<file path="config.mk">
export PLATFORM = sky130hd
export DESIGN_NAME = tsm_ctrl
export DESIGN_NICKNAME = d
export VERILOG_FILES = /design/src/hw/tsm_pkg.sv /design/src/hw/tsm_sync.sv /design/src/hw/tsm_fade.sv /design/src/hw/tsm_ctrl.sv
export VERILOG_INCLUDE_DIRS = /design/src /design/src/hw
export SDC_FILE = /design/constraint.sdc
export NUM_CORES = 2
export LEC_CHECK = 0
export BUFFER_PORTS_ARGS = -buffer_cell sky130_fd_sc_hd__buf_4
export CAP_MARGIN = 20
export CORE_AREA = 3 3 274 546
export DETAILED_ROUTE_END_ITERATION = 10
export DIE_AREA = 0 0 277 549
export PLACE_DENSITY = 0.37
export SYNTH_ARGS = -nofsm -noshare
export SYNTH_HDL_FRONTEND = slang
export SYNTH_SLANG_ARGS = --single-unit
export TNS_END_PERCENT = 5
</file>
<file path="constraint.sdc">
create_clock -name clk_sys_in -period 5.3 [get_ports clk_sys_in]
set_clock_uncertainty 0.1 [all_clocks]
set_input_delay 0.53 -clock clk_sys_in [delete_from_list [all_inputs] [get_ports clk_sys_in]]
set_output_delay 0.53 -clock clk_sys_in [all_outputs]
set_load 0.1 [all_outputs]
</file>
<file path="src/hw/tsm_defines.svh">
`ifndef TSM_DEFINES_SVH
`define TSM_DEFINES_SVH

// System clock rate in MHz
`define TSM_CLK_MHZ 125
// One millisecond expressed in microseconds
`define TSM_MS_US 1000
// Clock cycles in one millisecond, derived from the two figures above
`define TSM_MS_CYC (`TSM_MS_US * `TSM_CLK_MHZ)
// Width of the millisecond divider
`define TSM_DIV_W 17

// Shortest scan period the timer will run, in ms
`define TSM_SCAN_MIN_MS 11'h00F
// Boot scan periods in ms
`define TSM_ACTIVE_MS 11'h01E
`define TSM_DOZE_MS 11'h0C3
// Boot idle timeout in ms, zero switches it off
`define TSM_IDLE_MS 16'h1388
// Boot fade settings
`define TSM_FADE_STEP_MS 8'h04
`define TSM_FADE_INIT 8'h00
`define TSM_FADE_FINAL 8'hFF
// Shift that sets the logarithmic fade step
`define TSM_LOG_SHIFT 3
// Index of the last capacitive input
`define TSM_LAST_CH 3'h7

`endif

</file>
<file path="src/hw/tsm_pkg.sv">
package tsm_pkg;

  // Operating modes, Gray along Active, Doze, Sleep
  typedef enum logic [1:0] {
    MD_ACTIVE = 2'h0,
    MD_DOZE   = 2'h1,
    MD_SLEEP  = 2'h3
  } tsm_mode_e;

  // Scan phases, Gray along sense, process, timer
  typedef enum logic [1:0] {
    PH_SENSE = 2'h0,
    PH_PROC  = 2'h1,
    PH_TIMER = 2'h3,
    PH_SLEEP = 2'h2
  } tsm_phase_e;

  // Parameter set, booted from non-volatile memory
  typedef struct packed {
    logic [10:0]     active_ms;
    logic [10:0]     doze_ms;
    logic [15:0]     idle_ms;
    logic [7:0]      sense_en;
    logic            auto_light;
    logic            wake_en;
    logic [1:0]      wake_last;
    logic [3:0][2:0] wake_seq;
    logic            fade_log;
    logic [7:0]      fade_step_ms;
    logic [7:0]      fade_init;
    logic [7:0]      fade_final;
  } tsm_cfg_s;

  // Scan controller state
  typedef struct packed {
    tsm_phase_e  phase;
    tsm_mode_e   mode;
    logic [2:0]  chan;
    logic [7:0]  acc;
    logic [7:0]  touch;
    logic [7:0]  digital_input_mode;
    logic [7:0]  led_on;
    logic [1:0]  seg;
    logic [16:0] div;
    logic [10:0] ms_cnt;
    logic [15:0] idle_cnt;
    logic [1:0]  wake_idx;
    logic        irq;
    tsm_cfg_s    cfg;
  } tsm_state_s;

  // One fade and PWM channel
  typedef struct packed {
    logic [7:0] level;
    logic [7:0] step_cnt;
    logic [7:0] pwm_cnt;
    logic       pwm;
  } tsm_fade_s;

endpackage : tsm_pkg

</file>
<file path="src/hw/tsm_sync.sv">
`timescale 1ns/1ps
`default_nettype none

// Two-stage synchroniser for pin levels
module tsm_sync #(
  parameter int W = 8
) (
  // Clock and reset
  input  wire logic         clk_sys_in,
  input  wire logic         rst_n_in,
  // Levels in and out
  input  wire logic [W-1:0] d_in,
  output logic      [W-1:0] q_out
);

  logic [1:0][W-1:0] pipe;  // Stage 0 is read only by stage 1

  // Plain shift, no logic between the stages
  always_ff @(posedge clk_sys_in or negedge rst_n_in) begin
    if (!rst_n_in) begin
      pipe <= '0;
    end else begin
      pipe <= {pipe[0], d_in};
    end
  end

  assign q_out = pipe[1];

endmodule : tsm_sync

`default_nettype wire

</file>
<file path="src/hw/tsm_fade.sv">
`timescale 1ns/1ps
`default_nettype none
`include "tsm_defines.svh"

// One 256-step PWM channel with linear or logarithmic fading
module tsm_fade (
  // Clock and reset
  input  wire logic       clk_sys_in,
  input  wire logic       rst_n_in,
  input  wire logic       ms_tick_in,
  // Fade control
  input  wire logic       target_on_in,
  input  wire logic       fade_log_in,
  input  wire logic [7:0] step_ms_in,
  input  wire logic [7:0] init_in,
  input  wire logic [7:0] final_in,
  // Direct host duty
  input  wire logic       host_pwm_in,
  input  wire logic [7:0] host_duty_in,
  // Pin drive
  output logic            pwm_out
);
  import tsm_pkg::*;

  tsm_fade_s s;       // Registered state
  tsm_fade_s next_s;  // Next state

  // Fade toward the target and compare against the free counter
  always_comb begin
    logic [7:0] tgt;
    logic [7:0] delta;
    tgt = target_on_in ? final_in : init_in;
    delta = fade_log_in ? (s.level >> `TSM_LOG_SHIFT) + 8'h01 : 8'h01;
    next_s = s;
    next_s.pwm_cnt = s.pwm_cnt + 8'h01;  // 256 steps per PWM frame
    next_s.pwm = s.pwm_cnt < s.level;
    if (host_pwm_in) begin
      // Host owns the duty, no fading at all
      next_s.level = host_duty_in;
      next_s.step_cnt = 8'h00;
    end else if (ms_tick_in) begin
      if (s.step_cnt >= step_ms_in) begin
        next_s.step_cnt = 8'h00;
        // Clamp at the target so a large log step never overshoots
        if (s.level < tgt) begin
          next_s.level = (tgt - s.level <= delta) ? tgt : s.level + delta;
        end else if (s.level > tgt) begin
          next_s.level = (s.level - tgt <= delta) ? tgt : s.level - delta;
        end
      end else begin
        next_s.step_cnt = s.step_cnt + 8'h01;
      end
    end
  end

  // State register
  always_ff @(posedge clk_sys_in or negedge rst_n_in) begin
    if (!rst_n_in) begin
      s <= '0;
    end else begin
      s <= next_s;
    end
  end

  assign pwm_out = s.pwm;

endmodule : tsm_fade

`default_nettype wire

</file>
<file path="src/hw/tsm_ctrl.sv">
`timescale 1ns/1ps
`default_nettype none
`include "tsm_defines.svh"

module tsm_ctrl #(
  parameter int                 CYC_PER_MS = `TSM_MS_CYC,  // Shorten for simulation
  parameter tsm_pkg::tsm_cfg_s  NVM_CFG    = '{
    active_ms:    `TSM_ACTIVE_MS,
    doze_ms:      `TSM_DOZE_MS,
    idle_ms:      `TSM_IDLE_MS,
    sense_en:     8'hFF,
    auto_light:   1'b1,
    wake_en:      1'b0,
    wake_last:    2'h0,
    wake_seq:     12'h000,
    fade_log:     1'b1,
    fade_step_ms: `TSM_FADE_STEP_MS,
    fade_init:    `TSM_FADE_INIT,
    fade_final:   `TSM_FADE_FINAL
  }
) (
  // Clock and reset
  input  wire logic                   clk_sys_in,
  input  wire logic                   rst_n_in,
  input  wire logic                   soft_reset_in,
  // Parameter overwrite
  input  wire logic                   cfg_wr_in,
  input  wire tsm_pkg::tsm_cfg_s      cfg_in,
  output tsm_pkg::tsm_cfg_s           cfg_out,
  // Host mode forcing
  input  wire logic                   force_en_in,
  input  wire tsm_pkg::tsm_mode_e     operating_mode_select_in,
  // Charge to tick front end
  output logic                        meas_req_out,
  output logic       [2:0]            meas_sel_out,
  input  wire logic                   meas_done_in,
  input  wire logic                   meas_touch_in,
  // GPIO control
  input  wire logic  [7:0]            host_gpo_in,
  input  wire logic  [7:0]            host_pwm_mode_in,
  input  wire logic  [7:0][7:0]       host_duty_in,
  input  wire logic  [7:0]            digital_input_mode_in,
  // GPIO pins
  input  wire logic  [7:0]            gpio_pin_in,
  output logic       [7:0]            gpio_out,
  output logic       [7:0]            gpio_oe_out,
  // Host status
  input  wire logic                   irq_ack_in,
  output logic                        irq_n_out,
  output logic       [7:0]            touch_status_out,
  output logic       [7:0]            gpi_status_out,
  output logic       [1:0]            wheel_seg_out,
  output tsm_pkg::tsm_mode_e          mode_out,
  output tsm_pkg::tsm_phase_e         phase_out
);
  import tsm_pkg::*;

  // Divider width must hold one millisecond
  if (CYC_PER_MS < 2 || CYC_PER_MS > (1 << `TSM_DIV_W)) begin : g_chk
    $error("CYC_PER_MS out of range");
  end

  localparam logic [16:0] MS_LAST = 17'(CYC_PER_MS - 1);  // Last divider count

  // Reset image, parameters as loaded at boot
  localparam tsm_state_s ST_RST = '{
    phase: PH_SENSE, mode: MD_ACTIVE, cfg: NVM_CFG, default: '0
  };

  tsm_state_s  s;        // Registered state
  tsm_state_s  next_s;   // Next state
  logic [7:0]  pin_q;    // Synchronised GPIO levels
  logic [7:0]  pwm;      // Per-pin PWM outputs
  logic        ms_tick;  // One-cycle pulse each ms
  logic [10:0] per;      // Scan period in force, ms

  // GPIO pins come from outside the clock domain
  tsm_sync #(.W(8)) u_sync (
    .clk_sys_in (clk_sys_in),
    .rst_n_in   (rst_n_in),
    .d_in       (gpio_pin_in),
    .q_out      (pin_q)
  );

  assign ms_tick = (s.div == MS_LAST);

  // Period follows the mode; clamped so the scan never runs too fast
  always_comb begin
    per = (s.mode == MD_DOZE) ? s.cfg.doze_ms : s.cfg.active_ms;
    if (per < `TSM_SCAN_MIN_MS) begin
      per = `TSM_SCAN_MIN_MS;
    end
  end

  // Front end request only for an enabled input while sensing
  assign meas_req_out = (s.phase == PH_SENSE) && s.cfg.sense_en[s.chan];
  assign meas_sel_out = s.chan;

  // Scan sequencer, mode control and status
  always_comb begin
    logic [7:0] tch;
    logic [7:0] rel;
    logic [7:0] gpi_now;
    logic       seg_vld;
    logic [1:0] seg;
    tsm_mode_e  nm;
    logic       irq_evt;  // New interrupt cause this cycle
    irq_evt = 1'b0;
    tch = s.acc & ~s.touch;
    rel = s.touch & ~s.acc;
    gpi_now = pin_q & digital_input_mode_in;
    seg_vld = 1'b0;
    seg = s.seg;
    nm = s.mode;
    next_s = s;
    next_s.div = ms_tick ? 17'h00000 : s.div + 17'h00001;
    // Wheel segment is the lowest touched of the upper four inputs
    for (int i = 7; i >= 4; i--) begin
      if (s.acc[i]) begin
        seg_vld = 1'b1;
        seg = 2'(i - 4);
      end
    end
    // Idle time accumulates only while Active
    if (ms_tick && s.mode == MD_ACTIVE && s.idle_cnt != 16'hFFFF) begin
      next_s.idle_cnt = s.idle_cnt + 16'h0001;
    end
    if (ms_tick && s.ms_cnt != 11'h7FF && s.phase != PH_SLEEP) begin
      next_s.ms_cnt = s.ms_cnt + 11'h001;
    end
    case (s.phase)
      PH_SENSE: begin
        // Disabled inputs pass at once, enabled ones wait for the front end
        if (!s.cfg.sense_en[s.chan] || meas_done_in) begin
          next_s.acc[s.chan] = s.cfg.sense_en[s.chan] & meas_touch_in;
          if (s.chan == `TSM_LAST_CH) begin
            next_s.phase = PH_PROC;
          end else begin
            next_s.chan = s.chan + 3'h1;
          end
        end
      end
      PH_PROC: begin
        // Touch, wheel and LED state are committed only here; sleep also updates GPI status, interrupt and mode
        next_s.touch = s.acc;
        next_s.digital_input_mode = gpi_now;
        next_s.seg = seg;
        if (s.acc != s.touch || gpi_now != s.digital_input_mode) begin
          next_s.irq = 1'b1;
          irq_evt = 1'b1;
        end
        if (s.cfg.auto_light) begin
          next_s.led_on = {4'h0, s.acc[3:0]};
          if (seg_vld) begin
            next_s.led_on[3'(4 + seg)] = 1'b1;
          end
        end else begin
          next_s.led_on = host_gpo_in;
        end
        if (|s.acc) begin
          next_s.idle_cnt = 16'h0000;
        end
        // Mode decided once per scan, used by the timer wait of this same scan
        if (force_en_in) begin
          nm = operating_mode_select_in;
        end else begin
          case (s.mode)
            MD_ACTIVE: begin
              if (s.cfg.idle_ms != 16'h0000 && s.idle_cnt >= s.cfg.idle_ms && s.acc == 8'h00) begin
                nm = MD_DOZE;
              end
            end
            MD_DOZE: begin
              if (!s.cfg.wake_en) begin
                if (|tch) begin
                  nm = MD_ACTIVE;
                end
              end else if (|rel) begin
                // A wrong release restarts the sequence
                if (rel == (8'h01 << s.cfg.wake_seq[s.wake_idx])) begin
                  if (s.wake_idx == s.cfg.wake_last) begin
                    nm = MD_ACTIVE;
                    next_s.wake_idx = 2'h0;
                  end else begin
                    next_s.wake_idx = s.wake_idx + 2'h1;
                  end
                end else begin
                  next_s.wake_idx = 2'h0;
                end
              end
            end
            default: begin
              nm = MD_ACTIVE;
            end
          endcase
        end
        if (nm == MD_ACTIVE && s.mode != MD_ACTIVE) begin
          next_s.idle_cnt = 16'h0000;
        end
        if (nm != MD_DOZE) begin
          next_s.wake_idx = 2'h0;
        end
        next_s.mode = nm;
        next_s.phase = (nm == MD_SLEEP) ? PH_SLEEP : PH_TIMER;
      end
      PH_TIMER: begin
        // Low power wait until the whole period has run
        if (s.ms_cnt >= per) begin
          next_s.phase = PH_SENSE;
          next_s.ms_cnt = 11'h000;
          next_s.chan = 3'h0;
          next_s.acc = 8'h00;
        end
      end
      default: begin
        // Sleep: no scanning, digital inputs still watched each ms
        if (ms_tick && gpi_now != s.digital_input_mode) begin
          next_s.digital_input_mode = gpi_now;
          next_s.irq = 1'b1;
          irq_evt = 1'b1;
        end
        if (!(force_en_in && operating_mode_select_in == MD_SLEEP)) begin
          next_s.mode = force_en_in ? operating_mode_select_in : MD_ACTIVE;
          next_s.phase = PH_SENSE;
          next_s.ms_cnt = 11'h000;
          next_s.chan = 3'h0;
          next_s.acc = 8'h00;
          next_s.idle_cnt = 16'h0000;
        end
      end
    endcase
    // Acknowledge loses to a new event in the same cycle
    if (irq_ack_in && !irq_evt) begin
      next_s.irq = 1'b0;
    end
    if (cfg_wr_in) begin
      next_s.cfg = cfg_in;
    end
    if (soft_reset_in) begin
      next_s = ST_RST;
    end
  end

  // State register; reset reloads the boot parameters
  always_ff @(posedge clk_sys_in or negedge rst_n_in) begin
    if (!rst_n_in) begin
      s <= ST_RST;
    end else begin
      s <= next_s;
    end
  end

  // One fade generator per pin
  for (genvar g = 0; g < 8; g++) begin : g_pwm
    tsm_fade u_fade (
      .clk_sys_in   (clk_sys_in),
      .rst_n_in     (rst_n_in),
      .ms_tick_in   (ms_tick),
      .target_on_in (s.led_on[g]),
      .fade_log_in  (s.cfg.fade_log),
      .step_ms_in   (s.cfg.fade_step_ms),
      .init_in      (s.cfg.fade_init),
      .final_in     (s.cfg.fade_final),
      .host_pwm_in  (host_pwm_mode_in[g]),
      .host_duty_in (host_duty_in[g]),
      .pwm_out      (pwm[g])
    );
  end

  // Outputs
  assign gpio_out         = pwm;
  assign gpio_oe_out      = ~digital_input_mode_in;
  assign irq_n_out        = ~s.irq;
  assign touch_status_out = s.touch;
  assign gpi_status_out   = s.digital_input_mode;
  assign wheel_seg_out    = s.seg;
  assign mode_out         = s.mode;
  assign phase_out        = s.phase;
  assign cfg_out          = s.cfg;
endmodule : tsm_ctrl

`default_nettype wire

</file>
==> impl_metrics.toml <==
[yosys]
ys_seq_area_frac = 0.270
ys.flop_type = "dfrtp_1"
synth-edff-count = 0
ys_seq_elements = 391
synth_top_area_frac = 0.247
synth_nets = 4912
synth.most_common_cell = "ha_1"
syn_inst = 4186
synth_largest_area_cell = "dfrtp_1"
postSynthAreaPerCell_um2 = 8.68
synth_area_um2 = 36300
synth_warnings = 0
synth_cell_types = 91
async_flop_share = 1.00
yosys-top-cells-area = "dfrtp_1 (25%), ha_1 (17%), mux2i_1 (4.9%), xnor2_1 (3.5%), inv_1 (3.5%)"
synth_commonest_cells = "ha_1 (501), dfrtp_1 (359), inv_1 (335)"

[cells_and_area]
finalInstanceArea_um2 = 42900
syn2layout_area_growth_pct = 18.1
drive_above_1_share = 0.132
nFillCells = 15700
finalNetCount = 5195
final_cells = 6411

[detailed_routing]
wirelength_um = 149000
firstDrtPassIters = 5
wl_per_cell_um = 23.2
antenna_left = 0
vias = 31700
drcViolationCount = 0
drt_iter0_markers = 1293
vias_per_cell = 4.94

[run]
drv_cap = 0

[sta]
fin_crit_sh = 0.891
whs_ns = 0.0470
setup_viol = 0
finalSetupTns_ns = 0
fin_crit_ns = 4.72
fmax_mhz = 212
rsz0062_at_grt = "no"
worst_pin_slew_ns = 0.956
drv_slew = 0
finalHoldViolCount = 0
slew_headroom = 0.360

[clocking]
clock_path_buffers = 3
numCtsBuffers = 48
cts_tree = "built"
path_clk_slew_ns = 0.06
h-tree-depth = 2
postCtsSetupBuffers = 0
hold_buffers = 94
cts_resized = 0
cts_root_buffer = "clkbuf_16"
cts_num_sinks = 391
insertion_delay_ns = 0.65

[setup_path]
cp_data_required_time_ns = 5.77
critical_path_class = "flip-flop to flip-flop"
cp.arrival_ns = 5.19
endpoint_kind = "flip-flop"
worst_setup_path_start_kind = "flip-flop"
cp_max_fo = 10

[global_route]
gr-usage-all-layers = 0.190
grt_pass1_wl_um = 219000
grt_pass1_vias = 33400
grt_max_degree = 111
antenna_found_initial = 8
grt-ovfl-total = 0

[placement]
placed_cell_area_um2 = 40400
placedCellCount = 6225
place_hpwl_um = 121000
numPortBuffers = 322
gp_congestion = 0.877

[die]
core_area_um2 = 146000
boundaryPins = 323
rows = 198
initial_core_util = 0.249
die_x_um = 277
fp.dieH_um = 549
dieArea_um2 = 152000

[hold_path]
hp-class = "input pin to flip-flop"

[pwr]
power.leakage_nw = 20.1
p_per_area_nw_per_um2 = 518
ir_worst_vdd_mv = 0.283

[outcome]
status = "finished clean"
==> layout by cell type, fill, tap and decap left out, types with 13 or more instances in the layout <==
cell type | Yosys | final
a211oi_1 | 52 | 52
a21o_1 | 95 | 95
a21oi_1 | 216 | 216
a221oi_1 | 14 | 14
a22oi_1 | 27 | 27
a31oi_1 | 40 | 40
and2_1 | 20 | 20
and3_1 | 52 | 52
and4_1 | 19 | 19
buf_4 | 120 | 402
clkbuf_16 | 0 | 50
clkinv_2 | 0 | 14
dfrtp_1 | 359 | 359
dfstp_2 | 32 | 32
dlygate4sd3_1 | 0 | 94
fa_1 | 32 | 32
ha_1 | 501 | 500
inv_1 | 335 | 335
mux2_2 | 26 | 26
mux2i_1 | 177 | 177
nand2_1 | 303 | 303
nand2b_1 | 84 | 84
nand3_1 | 118 | 118
nand3b_1 | 16 | 16
nand4_1 | 51 | 51
nor2_1 | 309 | 309
nor2b_1 | 66 | 66
nor3_1 | 44 | 44
nor4_1 | 20 | 20
o211ai_1 | 27 | 27
o21a_1 | 41 | 41
o21ai_0 | 223 | 223
o21bai_1 | 37 | 37
o22ai_1 | 54 | 54
o31ai_1 | 40 | 40
or2_2 | 19 | 19
or3_1 | 29 | 29
or4_1 | 13 | 13
xnor2_1 | 147 | 147
xor2_1 | 99 | 99
==> through the flow <==
step / power, mW / utilization / worst slack (ns)
floorplan: 14.2 / - / 0.961
global placement: 18.7 / 0.277 / 0.629
detailed placement: 18.7 / 0.277 / 0.611
CTS: 22.5 / 0.295 / 0.600
global route: 24.1 / 0.295 / 0.280
finish: 22.2 / 0.295 / 0.578
==> worst paths after layout <==
kind,from,to,slack [ns],cells past startpoint
setup / recovery,cfg_out[0],g_pwm[4].u_fade.s[17],0.58,17
hold reg to reg,u_sync.pipe[5],u_sync.q_out[5],0.25,0
setup reg to reg,cfg_out[0],g_pwm[4].u_fade.s[17],0.58,17
hold / removal,cfg_in[51],cfg_out[51],0.05,3
min in group asynchronous,rst_n_in,u_sync.pipe[0],0.31,2
max in group asynchronous,rst_n_in,g_pwm[5].u_fade.s[3],3.55,3
==> flip-flops by register name, summed over array words and instances (netlist names) <==
signal / count
g_pwm.u_fade.s: 192
cfg_out: 87
s: 63
g_pwm.u_fade.pwm_out: 8
gpi_status_out: 8
touch_status_out: 8
u_sync.pipe: 8
u_sync.q_out: 8
meas_sel_out: 3
mode_out: 2
phase_out: 2
wheel_seg_out: 2
==> metal layers <==
layer,GRT usage,up-vias,part of all wire
li1,-,15300,-
met1,0.182,15400,0.34
met2,0.392,750,0.57
met3,0.0302,241,0.042
met4,0.0813,12,0.047
met5,0,-,0.00062
==> power by group <==
| part | leakage [nW] | internal [mW] | switching, mW |
|---|---|---|---|
| Sequential | 4.96 | 3.29 | 0.666 |
| Combinational | 14.4 | 5.85 | 8.87 |
| Clock | 0.802 | 2.00 | 1.56 |
==> critical path, cell delays in order, from the launching register on <==
cell,delay [ns]
dfstp_2,0.67
mux2i_1,0.18
inv_1,0.09
ha_1,0.18
inv_1,0.07
fa_1,0.41
a21oi_1,0.33
nor2b_1,0.10
or2_2,0.29
xor2_1,0.15
ha_1,0.29
o21a_1,0.17
o22ai_1,0.13
a21oi_1,0.06
a311oi_1,0.51
mux2_2,0.43
mux2_2,0.36
o21ai_0,0.13
==> cell type report <==
type,instances,area [um2],share of cell area
diodes,2,5.00,0.000117
well taps,1900,2380,0.0554
clock inverters,20,193,0.00449
flip-flops and latches,391,9820,0.229
clock buffers,70,1420,0.0330
repair buffers,502,4070,0.0949
inverters,340,1280,0.0297
multi-input cells,3186,23700,0.553
==> kinds of logic (layout without fill, tap and decap cells) <==
kind of cell,count (synthesis),after routing,synth area share
XOR/XNOR,246,246,0.0593
adder cells (fa/ha/maj),533,533,0.190
AND/OR/NAND/NOR,1193,1193,0.162
AO/OA/AOI/OAI,1007,1007,0.182
buffers and inverters,609,932,0.0761
multiplexers,207,207,0.0594
flip-flops,391,391,0.270
other,0,2,0
Note: power is estimated with default switching activity, not from simulation.
